--- src/verilog/stp_pkg.sv ---
// Purpose: shared constants and types of the port state logic
// Assumes: 25 MHz system clock, four switch ports
// Notes: ranges and reset values are in seconds or raw units
`default_nettype none
package stp_pkg;
  // geometry
  localparam int NPORT = 4;
  localparam int DATA_W = 32;
  localparam int ID_W = 64;
  // time base
  localparam int CLK_HZ = 25_000_000;
  localparam int TICK_SEC = 1;
  localparam int TICK_CYCLES = CLK_HZ * TICK_SEC;
  // accepted ranges
  localparam logic [3:0] HELLO_MIN = 4'h1;
  localparam logic [3:0] HELLO_MAX = 4'ha;
  localparam logic [5:0] AGE_MIN = 6'h06;
  localparam logic [5:0] AGE_MAX = 6'h28;
  localparam logic [4:0] FWD_MIN = 5'h04;
  localparam logic [4:0] FWD_MAX = 5'h1e;
  localparam logic [15:0] COST_MIN = 16'h0001;
  // reset values
  localparam logic [15:0] PRIO_RST = 16'h8000;
  localparam logic [3:0] HELLO_RST = 4'h2;
  localparam logic [5:0] AGE_RST = 6'h14;
  localparam logic [4:0] FWD_RST = 5'h0f;
  localparam logic [7:0] PPRIO_RST = 8'h80;
  localparam logic [15:0] COST_RST = 16'h0013;
  // port states
  typedef enum logic [2:0] {
    PS_BLOCK, PS_LISTEN, PS_LEARN, PS_FWD, PS_DIS
  } stp_pst_e;
  // kinds of arriving frame
  typedef enum logic [1:0] {
    K_DATA, K_BPDU, K_MGMT, K_RSVD
  } stp_kind_e;
  // one word in the outgoing stream
  typedef struct packed {
    logic to_cpu;
    logic [1:0] port;
    stp_kind_e kind;
    logic [DATA_W-1:0] data;
  } stp_word_s;
endpackage
`default_nettype wire

--- src/verilog/stp_stream_if.sv ---
// Purpose: carries the word stream between gate and buffer
// Assumes: one clock
// Notes: store side is the buffer, user side the gating logic
`timescale 1ns/1ps
`default_nettype none
interface stp_stream_if;
  import stp_pkg::*;
  logic push_valid;
  logic push_ready;
  stp_word_s push_word;
  logic pop_valid;
  logic pop_ready;
  stp_word_s pop_word;
  modport store (input push_valid, push_word, pop_ready,
                 output push_ready, pop_valid, pop_word);
  modport user (output push_valid, push_word, pop_ready,
                input push_ready, pop_valid, pop_word);
endinterface
`default_nettype wire
--- src/verilog/stp_buf2.sv ---
// Purpose: two-entry buffer; head entry and flags are flip-flops
// Assumes: push and pop may happen in the same cycle
// Notes: entry 0 is always the head, so outputs need no mux
`timescale 1ns/1ps
`default_nettype none
module stp_buf2
  import stp_pkg::*;
(
  // clock and reset
  input wire logic clk_i,
  input wire logic rst_i,
  // stream
  stp_stream_if.store bus
);
  typedef struct packed {
    stp_word_s [1:0] ent;
    logic [1:0] cnt;
    logic vld;
    logic rdy;
  } stp_buf_s;

  stp_buf_s s_reg;
  stp_buf_s s_next;
  logic push;
  logic pop;
  logic [1:0] wr;

  // handshakes use registered flags only
  assign push = bus.push_valid & s_reg.rdy;
  assign pop = s_reg.vld & bus.pop_ready;

  // shift on pop, write behind the last kept entry
  always_comb begin
    s_next = s_reg;
    wr = s_reg.cnt;
    if (pop) begin
      s_next.ent[0] = s_reg.ent[1];
      wr = s_reg.cnt - 2'h1;
    end
    if (push) begin
      s_next.ent[wr[0]] = bus.push_word;
    end
    s_next.cnt = wr + {1'b0, push};
    s_next.vld = s_next.cnt != 2'h0;
    s_next.rdy = s_next.cnt != 2'h2;
  end

  // state register
  always_ff @(posedge clk_i or posedge rst_i) begin
    if (rst_i) begin
      s_reg <= '0;
    end else begin
      s_reg <= s_next;
    end
  end

  assign bus.push_ready = s_reg.rdy;
  assign bus.pop_valid = s_reg.vld;
  assign bus.pop_word = s_reg.ent[0];
endmodule
`default_nettype wire

--- src/verilog/stp_port_ctl.sv ---
// Purpose: spanning-tree port states, timers and frame gating
// Assumes: cpu computes port roles; one-second base derived here
// Notes: every output comes from a flip-flop
// What this block does
// - bridge priority takes any value 0 to 65535; zero is best.
// - hello time 1 to 10 s; root sends hello at that interval.
// - hello time stored while not root is used once root.
// - flag an error while hello time exceeds maximum age.
// - maximum age takes 6 to 40 s.
// - maximum age expiry without root hello makes us bid as root.
// - lowest bridge identifier wins the root role.
// - forward delay 4 to 30 s sets each dwell in listening.
// - port priority 0 to 255; lower favours root port choice.
// - port cost 1 to 65535; lower favours forwarding choice.
// - after reset enabled ports block and bridge assumes root.
// - alone, blocking moves to listening at forward timer expiry.
// - blocking drops data, no learning, bpdu to cpu, no cpu send.
// - listening drops data, no learning, bpdus both ways.
// - listening returns to blocking when another port is better.
// - listening moves to learning at forward timer expiry.
// - learning drops data, learns addresses, sends cpu bpdus.
// - learning moves to forwarding at next timer expiry.
// - forwarding passes data, learns, bpdus to cpu.
// - disabled drops all but management, learns nothing, bpdus not to cpu.
// - management messages are received in every state.
// - only the documented state steps; disabled returns to blocking.
// - bridge id is 16-bit priority joined to 48-bit address.
`timescale 1ns/1ps
`default_nettype none
module stp_port_ctl
  import stp_pkg::*;
#(
  parameter int unsigned SEC_CYCLES = TICK_CYCLES
)
(
  // clock and reset
  input wire logic CLK_SYS_I,
  input wire logic RST_I,
  // bridge configuration, taken on CFG_LOAD_I; STATION_ADDR_I is used live
  input wire logic CFG_LOAD_I,
  input wire logic [15:0] BRIDGE_PRIO_I,
  input wire logic [3:0] HELLO_TIME_I,
  input wire logic [5:0] MAX_AGE_I,
  input wire logic [4:0] FWD_DELAY_I,
  input wire logic [NPORT*8-1:0] PORT_PRIO_I,
  input wire logic [NPORT*16-1:0] PORT_COST_I,
  input wire logic [47:0] STATION_ADDR_I,
  // per-port control from the cpu
  input wire logic [NPORT-1:0] PORT_EN_I,
  input wire logic [NPORT-1:0] PORT_BLOCK_I,
  // received protocol unit summary
  input wire logic RX_BPDU_I,
  input wire logic [ID_W-1:0] RX_ROOT_ID_I,
  // frames arriving from the segments
  input wire logic IN_VALID_I,
  input wire logic [1:0] IN_PORT_I,
  input wire logic [1:0] IN_KIND_I,
  input wire logic [DATA_W-1:0] IN_DATA_I,
  output logic IN_READY_O,
  // frames passed to fabric or cpu
  output logic OUT_VALID_O,
  output logic OUT_TO_CPU_O,
  output logic [1:0] OUT_PORT_O,
  output logic [1:0] OUT_KIND_O,
  output logic [DATA_W-1:0] OUT_DATA_O,
  input wire logic OUT_READY_I,
  // per-port gates
  output logic [NPORT-1:0] FWD_EN_O,
  output logic [NPORT-1:0] LEARN_EN_O,
  output logic [NPORT-1:0] CPU_RX_EN_O,
  output logic [NPORT-1:0] CPU_TX_EN_O,
  output logic [NPORT*3-1:0] PORT_STATE_O,
  // learning event
  output logic LEARN_O,
  output logic [1:0] LEARN_PORT_O,
  // bridge status
  output logic IS_ROOT_O,
  output logic [ID_W-1:0] ROOT_ID_O,
  output logic HELLO_TX_O,
  output logic [1:0] PREF_PORT_O,
  output logic RANGE_ERR_O,
  output logic CFG_ERR_O
);
  typedef struct packed {
    logic [31:0] div;
    logic tick;
    logic [15:0] prio;
    logic [3:0] hello;
    logic [5:0] age;
    logic [4:0] fwd;
    logic [NPORT-1:0][7:0] pprio;
    logic [NPORT-1:0][15:0] cost;
    logic range_err;
    logic cfg_err;
    logic is_root;
    logic [ID_W-1:0] root_id;
    logic [5:0] age_cnt;
    logic [3:0] hello_cnt;
    logic hello_tx;
    stp_pst_e [NPORT-1:0] pst;
    logic [NPORT-1:0][4:0] fd_cnt;
    logic [NPORT-1:0] fwd_en;
    logic [NPORT-1:0] learn_en;
    logic [NPORT-1:0] cpu_rx_en;
    logic [NPORT-1:0] cpu_tx_en;
    logic learn;
    logic [1:0] learn_port;
    logic [1:0] pref;
  } stp_top_s;

  stp_top_s s_reg;
  stp_top_s s_next;
  stp_stream_if bus ();

  logic [ID_W-1:0] own_id;
  logic [ID_W-1:0] cur_root;
  logic cfg_ok;
  logic take;
  logic pass;
  logic to_cpu;
  stp_pst_e in_st;
  stp_kind_e in_kind;

  // our identifier and the root we currently follow
  assign own_id = {s_reg.prio, STATION_ADDR_I};
  assign cur_root = s_reg.is_root ? own_id : s_reg.root_id;

  // ranges checked on load; priority needs no check
  always_comb begin
    cfg_ok = (HELLO_TIME_I >= HELLO_MIN) &&
             (HELLO_TIME_I <= HELLO_MAX);
    cfg_ok = cfg_ok && (MAX_AGE_I >= AGE_MIN) &&
             (MAX_AGE_I <= AGE_MAX);
    cfg_ok = cfg_ok && (FWD_DELAY_I >= FWD_MIN) &&
             (FWD_DELAY_I <= FWD_MAX);
    for (int p = 0; p < NPORT; p++) begin
      cfg_ok = cfg_ok &&
               (PORT_COST_I[p*16 +: 16] >= COST_MIN);
    end
  end

  // classify an arriving frame by its port state
  assign in_st = s_reg.pst[IN_PORT_I];
  assign in_kind = stp_kind_e'(IN_KIND_I);
  assign take = IN_VALID_I & bus.push_ready;
  always_comb begin
    pass = 1'b0;
    to_cpu = 1'b1;
    case (in_kind)
      K_DATA: begin
        pass = in_st == PS_FWD;
        to_cpu = 1'b0;
      end
      K_BPDU: begin
        pass = in_st != PS_DIS;
      end
      K_MGMT: begin
        pass = 1'b1;
      end
      default: begin
        pass = 1'b0;
      end
    endcase
  end

  // push passing frames; dropped ones are simply consumed
  assign bus.push_valid = IN_VALID_I & pass;
  assign bus.push_word = '{to_cpu: to_cpu, port: IN_PORT_I,
                           kind: in_kind, data: IN_DATA_I};
  assign bus.pop_ready = OUT_READY_I;

  // next state of the whole block
  always_comb begin
    logic fd_exp;
    logic [31:0] best;
    logic [31:0] key;
    fd_exp = 1'b0;
    best = '1;
    key = '0;
    s_next = s_reg;
    s_next.hello_tx = 1'b0;
    s_next.learn = 1'b0;

    // one-second base
    s_next.tick = 1'b0;
    if (s_reg.div >= SEC_CYCLES - 1) begin
      s_next.div = '0;
      s_next.tick = 1'b1;
    end else begin
      s_next.div = s_reg.div + 32'h1;
    end

    // configuration load, rejected whole when out of range
    if (CFG_LOAD_I) begin
      s_next.range_err = !cfg_ok;
      if (cfg_ok) begin
        s_next.prio = BRIDGE_PRIO_I;
        s_next.hello = HELLO_TIME_I;
        s_next.age = MAX_AGE_I;
        s_next.fwd = FWD_DELAY_I;
        for (int p = 0; p < NPORT; p++) begin
          s_next.pprio[p] = PORT_PRIO_I[p*8 +: 8];
          s_next.cost[p] = PORT_COST_I[p*16 +: 16];
        end
      end
    end
    s_next.cfg_err = {2'h0, s_next.hello} > s_next.age;

    // root election against received root identifiers
    if (RX_BPDU_I) begin
      if (RX_ROOT_ID_I < cur_root) begin
        s_next.is_root = 1'b0;
        s_next.root_id = RX_ROOT_ID_I;
        s_next.age_cnt = s_reg.age;
      end else if (RX_ROOT_ID_I == cur_root && !s_reg.is_root) begin
        s_next.age_cnt = s_reg.age;
      end
    end else if (!s_reg.is_root && own_id < s_reg.root_id) begin
      s_next.is_root = 1'b1;
    end

    // maximum age: silence from the root starts a bid
    if (s_reg.tick && !s_reg.is_root && !RX_BPDU_I) begin
      if (s_reg.age_cnt <= 6'h1) begin
        s_next.is_root = 1'b1;
        s_next.hello_tx = 1'b1;
        s_next.hello_cnt = s_reg.hello;
      end else begin
        s_next.age_cnt = s_reg.age_cnt - 6'h1;
      end
    end

    // hello interval while root, from the stored value
    if (s_reg.tick && s_reg.is_root) begin
      if (s_reg.hello_cnt <= 4'h1) begin
        s_next.hello_tx = 1'b1;
        s_next.hello_cnt = s_reg.hello;
      end else begin
        s_next.hello_cnt = s_reg.hello_cnt - 4'h1;
      end
    end
    if (s_next.is_root) begin
      s_next.root_id = own_id;
    end

    // per-port state sequencing
    for (int p = 0; p < NPORT; p++) begin
      fd_exp = 1'b0;
      if (s_reg.tick && s_reg.pst[p] != PS_FWD &&
          s_reg.pst[p] != PS_DIS) begin
        if (s_reg.fd_cnt[p] <= 5'h1) begin
          fd_exp = 1'b1;
          s_next.fd_cnt[p] = s_reg.fwd;
        end else begin
          s_next.fd_cnt[p] = s_reg.fd_cnt[p] - 5'h1;
        end
      end
      if (!PORT_EN_I[p]) begin
        s_next.pst[p] = PS_DIS;
      end else begin
        case (s_reg.pst[p])
          PS_BLOCK: begin
            if (fd_exp && !PORT_BLOCK_I[p]) begin
              s_next.pst[p] = PS_LISTEN;
            end
          end
          PS_LISTEN: begin
            if (PORT_BLOCK_I[p]) begin
              s_next.pst[p] = PS_BLOCK;
              s_next.fd_cnt[p] = s_reg.fwd;
            end else if (fd_exp) begin
              s_next.pst[p] = PS_LEARN;
            end
          end
          PS_LEARN: begin
            if (fd_exp) begin
              s_next.pst[p] = PS_FWD;
            end
          end
          PS_FWD: begin
            s_next.pst[p] = PS_FWD;
          end
          PS_DIS: begin
            s_next.pst[p] = PS_BLOCK;
            s_next.fd_cnt[p] = s_reg.fwd;
          end
          default: begin
            s_next.pst[p] = PS_BLOCK;
          end
        endcase
      end

      // gates follow the new state
      s_next.fwd_en[p] = s_next.pst[p] == PS_FWD;
      s_next.learn_en[p] = s_next.pst[p] == PS_LEARN ||
                           s_next.pst[p] == PS_FWD;
      s_next.cpu_rx_en[p] = s_next.pst[p] != PS_DIS;
      s_next.cpu_tx_en[p] = s_next.pst[p] != PS_DIS &&
                            s_next.pst[p] != PS_BLOCK;

      // preferred port: lowest cost, then priority, then number
      key = {s_reg.cost[p], s_reg.pprio[p], 6'h0, 2'(p)};
      if (PORT_EN_I[p] && key < best) begin
        best = key;
        s_next.pref = 2'(p);
      end
    end

    // learning event for data taken on a learning port
    if (take && in_kind == K_DATA && s_reg.learn_en[IN_PORT_I]) begin
      s_next.learn = 1'b1;
      s_next.learn_port = IN_PORT_I;
    end
  end

  // state register; reset puts ports blocking and bridge as root
  always_ff @(posedge CLK_SYS_I or posedge RST_I) begin
    if (RST_I) begin
      s_reg <= '0;
      s_reg.prio <= PRIO_RST;
      s_reg.hello <= HELLO_RST;
      s_reg.age <= AGE_RST;
      s_reg.fwd <= FWD_RST;
      s_reg.pprio <= {NPORT{PPRIO_RST}};
      s_reg.cost <= {NPORT{COST_RST}};
      s_reg.is_root <= 1'b1;
      s_reg.root_id <= '1;
      s_reg.age_cnt <= AGE_RST;
      s_reg.hello_cnt <= HELLO_RST;
      s_reg.pst <= {NPORT{PS_BLOCK}};
      s_reg.fd_cnt <= {NPORT{FWD_RST}};
      s_reg.cpu_rx_en <= '1;
    end else begin
      s_reg <= s_next;
    end
  end

  // two-entry buffer toward fabric and cpu
  stp_buf2 u_buf (
    .clk_i (CLK_SYS_I),
    .rst_i (RST_I),
    .bus (bus.store)
  );

  // outputs
  assign IN_READY_O = bus.push_ready;
  assign OUT_VALID_O = bus.pop_valid;
  assign OUT_TO_CPU_O = bus.pop_word.to_cpu;
  assign OUT_PORT_O = bus.pop_word.port;
  assign OUT_KIND_O = bus.pop_word.kind;
  assign OUT_DATA_O = bus.pop_word.data;
  assign FWD_EN_O = s_reg.fwd_en;
  assign LEARN_EN_O = s_reg.learn_en;
  assign CPU_RX_EN_O = s_reg.cpu_rx_en;
  assign CPU_TX_EN_O = s_reg.cpu_tx_en;
  assign PORT_STATE_O = s_reg.pst;
  assign LEARN_O = s_reg.learn;
  assign LEARN_PORT_O = s_reg.learn_port;
  assign IS_ROOT_O = s_reg.is_root;
  assign ROOT_ID_O = s_reg.root_id;
  assign HELLO_TX_O = s_reg.hello_tx;
  assign PREF_PORT_O = s_reg.pref;
  assign RANGE_ERR_O = s_reg.range_err;
  assign CFG_ERR_O = s_reg.cfg_err;
endmodule
`default_nettype wire

--- config.mk ---
export PLATFORM = sky130hd
export DESIGN_NAME = stp_port_ctl
export DESIGN_NICKNAME = d
export VERILOG_FILES = /design/src/verilog/stp_pkg.sv /design/src/verilog/stp_stream_if.sv /design/src/verilog/stp_buf2.sv /design/src/verilog/stp_port_ctl.sv
export SDC_FILE = /design/constraint.sdc
export NUM_CORES = 1
export LEC_CHECK = 0
export BUFFER_PORTS_ARGS = -buffer_cell sky130_fd_sc_hd__buf_2
export CAP_MARGIN = 20
export CORE_MARGIN = 1.5
export CORE_UTILIZATION = 50
export DETAILED_ROUTE_END_ITERATION = 10
export PLACE_DENSITY = 0.85
export SLEW_MARGIN = 20
export SYNTH_ARGS = -nofsm -noshare
export SYNTH_HDL_FRONTEND = slang
export SYNTH_SLANG_ARGS = --single-unit
--- constraint.sdc ---
create_clock -name CLK_SYS_I -period 10.45 [get_ports CLK_SYS_I]
set_input_delay 0.5225 -clock CLK_SYS_I [delete_from_list [all_inputs] [get_ports CLK_SYS_I]]
set_output_delay 0.5225 -clock CLK_SYS_I [all_outputs]
set_load 0.05 [all_outputs]
# [After elaboration in Yosys (flattened, before gate mapping)]
# Cells that the tools add are included.
[classes] n_addsub=9 magnitude_cmp=27 eq_ne=42 n_mux=92 n_bitwise=4 reduce_logical=66
[op_table] operator="less-than comparator 64 bit" n=2
[op_table] operator="two-way mux 32 bit" n=4
[op_table] operator="two-way mux 64 bit" n=2
[op_table] operator="two-way mux 112 bit" n=1
[op_table] operator="two-way mux 111 bit" n=1
[op_table] operator="two-way mux 37 bit" n=3
[op_table] operator="less-than comparator 32 bit" n=3
[op_table] operator="two-way mux 5 bit" n=18
[op_table] operator="bitwise mux 74 bit" n=1
[op_table] operator="two-way mux 70 bit" n=1
[op_table] operator="two-way mux 3 bit" n=22
[op_table] operator="two-way mux 65 bit" n=1
[op_table] operator="== test 64 bit" n=1
[op_table] operator=">= comparator 16 x 1 -> 1 bit, second input constant" n=4
[op_table] operator="== test 3 x 2 -> 1 bit, second input constant" n=17
[op_table] operator="case mux 3 bit (4 select lines)" n=4
[op_table] operator="case mux 5 bit (2 select lines)" n=4
[op_table] operator="demux 37 bit (select 1 bit)" n=1
[op_table] operator="logical AND 1 bit" n=37
[op_table] operator="adder 32 x 1 -> 32 bit, second input constant" n=1
[op_table] operator=">= comparator 32 x 25 -> 1 bit, second input constant" n=1
[op_table] operator="less-than comparator 32 bit, second input constant" n=1
[op_table] operator="inequality test 3 bit, second input constant" n=9
[op_table] operator="<= comparator 5 x 1 -> 1 bit, second input constant" n=4
[op_table] operator="40 further kinds" n=97
[word_totals] reg_bits=369 inputBits=289 output_inout_bits=140

# [Depth between registers and ports, before layout]
# Gate-level depths: netlist (run 1).
[logic_depth] word_depth=13 mapped_depth=32 ltp_nobuf=27

# [Modules after synthesis]
# A second synthesis (run 1) with hierarchy kept.
[hier_totals] cells_unflattened=2307 hier_area_um2=23618.9
[modules_own_cells] module="stp_port_ctl" n_inst=1 cells_per_inst=2057 area_per_inst_um2=19910.3
[modules_own_cells] module="stp_buf2" n_inst=1 cells_per_inst=250 area_per_inst_um2=3708.6

# [Worst setup path before layout (run 1)]
# Ideal clock, no wire load.
[synth_timing] kind="input port to flip-flop" from="input port PORT_EN_I[0]" to="register s_reg (netlist bit PREF_PORT_O[0])" setup_time_ns=0.083 arrival_ns=6.311 path_slack_ns=4.057 stages=31 path_cell_list="buf_2 > clkinv_1 > clkbuf_1 > nor2_1 > ha_1 > nor2_1 > maj3_1 > a2111oi_0 > o21ai_0 > a21oi_1 > buf_2 > clkbuf_1 > o21ai_0 > ha_1 > a21o_1 > a21o_1 > a21oi_1 > o22a_1 > o311ai_0 > a21oi_4 > buf_4 > mux2_2 > ha_1 > a211oi_1 > o21ai_0 > a21oi_1 > o221ai_1 > o21ba_2 > o211ai_1 > a31o_2 > o21ai_0"
[synth_between] elab_chain_len=11 elab_cells_between_ends=14
[synth_rtl] element="from (decl)" line="stp_port_ctl.sv:49" text="input wire logic [NPORT-1:0] PORT_EN_I,"
[synth_rtl] element="logical AND 1 bit *" line="stp_port_ctl.sv:303" text="if (PORT_EN_I[p] && key < best) begin"
[synth_rtl] element="two-way mux 32 bit" line="stp_port_ctl.sv:303"
[synth_rtl] element="less-than comparator 32 bit" line="stp_port_ctl.sv:303"
[synth_rtl] element="logical AND 1 bit" line="stp_port_ctl.sv:303"
[synth_rtl] element="two-way mux 32 bit" line="stp_port_ctl.sv:303"
[synth_rtl] element="less-than comparator 32 bit" line="stp_port_ctl.sv:303"
[synth_rtl] element="logical AND 1 bit" line="stp_port_ctl.sv:303"
[synth_rtl] element="two-way mux 32 bit" line="stp_port_ctl.sv:303"
[synth_rtl] element="less-than comparator 32 bit" line="stp_port_ctl.sv:303"
[synth_rtl] element="logical AND 1 bit" line="stp_port_ctl.sv:303"
[synth_rtl] element="nonzero test 4 bit (no source line) or two-way mux 2 bit (tied branches)"
[synth_rtl] element="to (signal assigned)" line="stp_port_ctl.sv:334" text="s_reg <= s_next;"
[synth_rtl] element="to (decl)" line="stp_port_ctl.sv:111" text="stp_top_s s_reg;"
# Mark *: on every way between the ends. The rest lies on a longest branch, timed or not.
# A chain may end at the register's enable or synchronous reset.

# [Final worst setup path (run 1)]
# Same ends and word-level chain as after synthesis.

==> impl_metrics.tcl, run 1 <==
set metrics [dict create \
    nets 3103 \
    cp-start-kind "input port" \
    synth_cell_types 76 \
    postCtsHoldBufs 0 \
    avgSynthCellArea_um2 10.0 \
    cp_data_arrival_time_ns 7.90 \
    p_leak_nw 12.8 \
    largest_reg_flops 174 \
    syn_area_um2 23400 \
    chipHeight_um 219 \
    fillers 3854 \
    rsz0062_at_grt "false" \
    clk_latency_ns 0.58 \
    drc_errors 0 \
    numPortBuffers 428 \
    start_util_pct 50.4 \
    tightest_slew_ns 1.15 \
    dr.pass1.iters 6 \
    synth_cells 2336 \
    cts_tree "yes" \
    num_io_pins 429 \
    power.total_mw 7.53 \
    vias 18900 \
    final_area_um2 26500 \
    dpl-instance-area_um2 25000 \
    drv_slew 0 \
    dieArea_um2 48000 \
    synth-seq-cells 369 \
    grt_max_degree 86 \
    area_growth_pct 13.3 \
    hp-class "input port to async pin" \
    peakVddDrop_uv 250 \
    via_per_inst 5.80 \
    drive_above_1_share_pct 32.0 \
    finalSetupViolCount 0 \
    post-route-period-util_pct 71.5 \
    async_flop_share_pct 100 \
    ys.flop_type "dfrtp_1" \
    crit_type "input port to register" \
    final_util_pct 57.1 \
    cts.sinks 369 \
    fmaxAchievable_mhz 134 \
    clockRootBuffer "clkbuf_16" \
    antenna_found_initial 13 \
    tns_ns 0 \
    reg2reg_slack_ns 3.56 \
    clock_path_buffers 3 \
    cts_resized 0 \
    die_width_um 219 \
    seq_area_frac_synth_pct 40.1 \
    finalHoldViolations 0 \
    cts_setup_buffers 0 \
    cts_made_buffers 42 \
    cp.required_ns 10.88 \
    skew_ns 0.0249 \
    rows 79 \
    ys_warn_count 0 \
    wirelength_um 63200 \
    h-tree-depth 2 \
    powerDensity_nw_per_um2 285 \
    end_kind "register" \
    routedWlPerCell_um 19.4 \
    min_period_ns 7.47 \
    ant_nets 0 \
    overflow 0 \
    maxSlewHeadroom_pct 23.6 \
    drt_iter0_drc 1603 \
    grt_pass1_wl_um 98300 \
    clk_pin_slew_ns 0.07 \
    synth-edff-count 0 \
    maxCapViolCount 0 \
    worst-path-max-fanout 47 \
    core-area_um2 46400 \
    status "completed" \
    hpwlAfterDp_um 47500 \
    grt.total_usage_pct 25.7 \
    place_congestion 0.986 \
    first_global_vias 18800 \
]
## stage by stage
stage                     hold WS [ns]  cells  worst slack (ns)
after floorplan                  0.447   2342              4.06
after global placement           0.458   3164              2.92
after detailed placement         0.462   3164              2.58
after CTS                       0.0165   3240              3.19
after global routing            0.0230   3252              2.62
final                           0.0351   3253              2.98
## cells in the mapped netlist, types with 8 or more instances
| master | instances | area, µm² |
|---|---|---|
| nor3_1 | 24 | 120 |
| buf_4 | 134 | 1010 |
| a31oi_1 | 18 | 113 |
| nor4_1 | 26 | 163 |
| a221oi_2 | 50 | 751 |
| o21a_1 | 28 | 210 |
| ha_1 | 213 | 2670 |
| mux2i_1 | 105 | 1050 |
| o221a_2 | 8 | 90.1 |
| a21oi_1 | 109 | 546 |
| dfrtp_1 | 257 | 6430 |
| a21o_1 | 36 | 270 |
| a221oi_1 | 15 | 131 |
| o21ai_0 | 133 | 666 |
| o22a_1 | 8 | 70.1 |
| dfstp_2 | 112 | 2940 |
| nor2b_1 | 12 | 75.1 |
| and3_1 | 10 | 62.6 |
| mux2_2 | 142 | 1600 |
| a211oi_1 | 20 | 150 |
| buf_1 | 18 | 67.6 |
| inv_1 | 187 | 702 |
| xnor2_1 | 11 | 96.3 |
| clkbuf_1 | 58 | 218 |
| nand2b_1 | 15 | 93.8 |
| buf_2 | 12 | 60.1 |
| nor2_1 | 224 | 841 |
| nand4_1 | 36 | 225 |
| nand2_1 | 140 | 526 |
| xor2_1 | 14 | 123 |
| nand3_1 | 35 | 175 |
## cells in the final DEF (no fill, tap or decap), types with 7 or more instances in the layout
cell and count:
buf_4 13, nor2_1 224, and3_1 10, nand2_1 139, buf_2 428, mux2_2 142
nor2b_1 12, conb_1 7, clkbuf_16 42, a221oi_1 15, nor4_1 25, a221oi_2 50
nand3_1 35, a211oi_1 20, nor3_1 24, diode_2 13, o221ai_1 7, dfstp_2 111
ha_1 212, inv_1 186, nand2b_1 15, o221a_2 8, clkbuf_1 14, dfrtp_1 257
o32ai_1 7, a21oi_1 108, xor2_1 14, o21ai_0 133, xnor2_1 11, o22a_1 8
a31oi_1 18, o21a_1 28, nand3b_1 7, nand4_1 36, a21o_1 35, mux2i_1 105
## power breakdown
part | switching (mW) | internal (mW) | leakage, nW
clock network | 0.620 | 0.901 | 0.674
registers | 0.425 | 2.05 | 4.32
logic | 2.25 | 1.28 | 7.83
## worst max-delay path: stages
cell and delay (ns):
buf_2 0.23, clkinv_1 0.61, nor2_1 0.36, ha_1 0.23
nor2_1 0.05, maj3_1 0.37, a2111oi_0 0.48, o21ai_0 0.29
a21oi_2 0.19, buf_4 0.38, o21ai_0 0.18, ha_1 0.32
a21o_1 0.16, a21o_1 0.17, a21oi_1 0.23, o22a_1 0.16
o311ai_0 0.24, a21oi_4 0.73, mux2_2 0.42, ha_1 0.31
and4_1 0.23, nand4_1 0.14, nor4_1 0.40, o21ai_0 0.15
o211ai_1 0.11, a31o_2 0.14, o21ai_0 0.08
## worst paths after layout
path                                 start         endpoint  depth (start not counted)
setup / recovery              PORT_EN_I[0]   PREF_PORT_O[0]                         27
hold / removal                       RST_I  u_buf.s_reg[57]                          2
setup reg to reg                s_reg[195]   PREF_PORT_O[0]                         25
hold reg to reg            LEARN_PORT_O[0]  LEARN_PORT_O[0]                          2
max in group asynchronous            RST_I       s_reg[200]                          4
min in group CLK_SYS_I        PORT_EN_I[2]   CPU_RX_EN_O[2]                          1
## logic make-up after synthesis
family	count (synthesis)	synth area share, %
and+or+nand+nor	562	11.1
other	1	0.0161
buffers and inverters	416	9.07
AOI/OAI and AO/OA	498	15.6
adders and majority gates	214	11.5
muxes	251	11.7
DFF	369	40.1
xor gates and xnor gates	25	0.938
## routing by layer
metal / global-route usage (%) / wire length (µm)
met4: 10.8 / 2370
met2: 42.3 / 30000
met1: 32.9 / 26100
met5: 0 / 0
met3: 4.93 / 4810
## cell type report
cell class                      instances  area, µm²  share of cell area, %
Clock inverter                         16        243                  0.917
Tap cell                              607        759                   2.87
Sequential cell                       369       9380                   35.4
Antenna cell                           13       32.5                  0.123
Multi-Input combinational cell       1557      11900                   45.1
Clock buffer                           60       1160                   4.38
Inverter                              189        713                   2.70
Timing Repair Buffer                  442       2250                   8.51
No activity file was read; power rests on OpenSTA's default activity.
==> run 2, diff against run 1 <==
Settings changed: PLACE_DENSITY 0.85 to 0.82.
Clock period 10.45 ns to 7.7 ns, I/O delays scaled along.
==> impl_metrics.tcl, run 2 (synthesized netlist as in run 1, its figures left out) <==
set metrics [dict create \
    status "completed" \
    first_global_vias 19200 \
    p_int_mw 5.77 \
    grt_max_degree 177 \
    cp_data_arrival_time_ns 7.37 \
    clockRootBuffer "clkbuf_16" \
    rows 79 \
    wirelength_um 63900 \
    min_period_ns 6.93 \
    chipHeight_um 219 \
    maxCapViolCount 0 \
    h-tree-depth 2 \
    cp.required_ns 8.14 \
    area_growth_pct 14.0 \
    finalHoldViolations 0 \
    nets 3114 \
    post-route-period-util_pct 90.0 \
    clk_latency_ns 0.56 \
    finalSetupViolCount 0 \
    antenna_found_initial 12 \
    multi_input_area_um2 11900 \
    crit_start "PORT_EN_I[0]" \
    switchingPower_mw 4.48 \
    clkPwrFrac_pct 20.2 \
    maxSlewHeadroom_pct 28.3 \
    drv_slew 0 \
    drive_above_1_share_pct 32.3 \
    powerDensity_nw_per_um2 385 \
    swShare_pct 43.7 \
    fin_cells 3263 \
    combPwrFrac_pct 47.1 \
    largest_reg_flops 174 \
    hp-class "input port to register" \
    cts_setup_buffers 0 \
    slowest_stage "dlygate4sd3_1" \
    cts_made_buffers 41 \
    overflow 0 \
    routedWlPerCell_um 19.6 \
    cp-start-kind "input port" \
    tns_ns 0 \
    dieArea_um2 48000 \
    num_io_pins 429 \
    hpwlAfterDp_um 47500 \
    place_congestion 0.947 \
    grt.total_usage_pct 26.0 \
    via_per_inst 5.78 \
    vias 18900 \
    p_leak_nw 12.9 \
    dr.pass1.iters 6 \
    grt_pass1_wl_um 99600 \
    hold_start "BRIDGE_PRIO_I[12]" \
    ant_nets 0 \
    r2r_start "s_reg[140]" \
    peakVddDrop_uv 290 \
    start_util_pct 50.4 \
    dpl-instance-area_um2 25100 \
    drt_iter0_drc 1394 \
    p_seq_share_pct 32.7 \
    drc_errors 0 \
    critPathMaxStageDelay_ns 0.53 \
    clock_path_buffers 3 \
    cpMostUsedCell "o21ai_0" \
    worst-path-max-fanout 47 \
    dp_cells 3165 \
    cts.sinks 369 \
    fillers 3866 \
    die_width_um 219 \
    crit_type "input port to register" \
    seqCellArea_um2 9380 \
    skew_ns 0.0210 \
    end_kind "register" \
    fmaxAchievable_mhz 144 \
    final_cell_mix "428 x buf_2, 257 x dfrtp_1, 224 x nor2_1" \
    final_area_um2 26600 \
    cts_tree "yes" \
    final_util_pct 57.4 \
    tightest_slew_ns 1.08 \
    clk_pin_slew_ns 0.06 \
    numPortBuffers 428 \
    rsz0062_at_grt "false" \
    core-area_um2 46400 \
    mostFrequentLayoutCell "buf_2" \
]
[run 2: cell types whose count changed in the layout (fill, tap and decap cells not counted), moves of 2 or more]
cell | before | now
dlygate4sd3_1 | 0 | 10
clkbuf_1 | 14 | 5
clkinv_2 | 5 | 10
clkbuf_8 | 4 | 8
buf_12 | 0 | 2
clkinvlp_4 | 4 | 6
inv_6 | 0 | 2
[run 2: power groups by stage]
stage / logic (mW) / registers [mW] / clock network, mW
finish: 4.83 / 3.35 / 2.07
global route: 5.28 / 3.43 / 2.19
floorplan: 4.09 / 3.18 / 0
global placement: 4.60 / 3.33 / 0
CTS: 4.81 / 3.34 / 2.12
detailed placement: 4.76 / 3.36 / 0
[run 2: final cells by class]
type                       count  share of cell area [%]
antenna                       12                   0.113
tap                          607                    2.85
clock inverter                21                   0.930
inverter                     189                    2.69
sequential                   369                    35.2
multi-input combinational   1557                    44.8
timing repair buffer         454                    9.05
clock buffer                  54                    4.34
[run 2: final timing paths]
path / end / slack (ns) / depth (start not counted)
min: own_id[60] / 0.03 / 3
max: PREF_PORT_O[0] / 0.77 / 29
min in group asynchronous: u_buf.s_reg[62] / 0.60 / 3
max reg2reg: PREF_PORT_O[0] / 1.36 / 26
min reg2reg: LEARN_PORT_O[1] / 0.48 / 2
max in group asynchronous: s_reg[197] / 5.65 / 4
[run 2: timing repair]
action	in CTS	in global routing
resized for setup	0	3
hold endpoints to repair	15	0
setup endpoints to repair	0	2
hold buffers	10	0
[run 2: critical path: cells and delay by family]
kind                     cells  cell delay [ns]
AND/OR/NAND/NOR              5             1.45
buffers and inverters        5             1.58
AO/OA/AOI/OAI               15             2.64
multiplexers                 1             0.37
adder cells (fa/ha/maj)      3             0.91
[run 2: stage by stage]
stage,hold slack [ns],total power [mW],setup WS [ns]
after floorplan,0.447,7.27,1.44
after global placement,0.461,7.93,0.785
after detailed placement,0.465,8.12,0.570
after CTS,0.000525,10.3,0.635
after global routing,0.0320,10.9,0.144
final,0.0317,10.3,0.769
[run 2: metal layers]
metal	vias to the layer above	global-route usage [%]	part of all wire (%)	routed length, µm
met2	715	43.0	47	30100
met5	-	0	0.020	13
met1	9159	32.7	41	26400
met4	2	13.2	4.8	3070
met3	191	4.77	6.6	4240
li1	8793	-	-	-
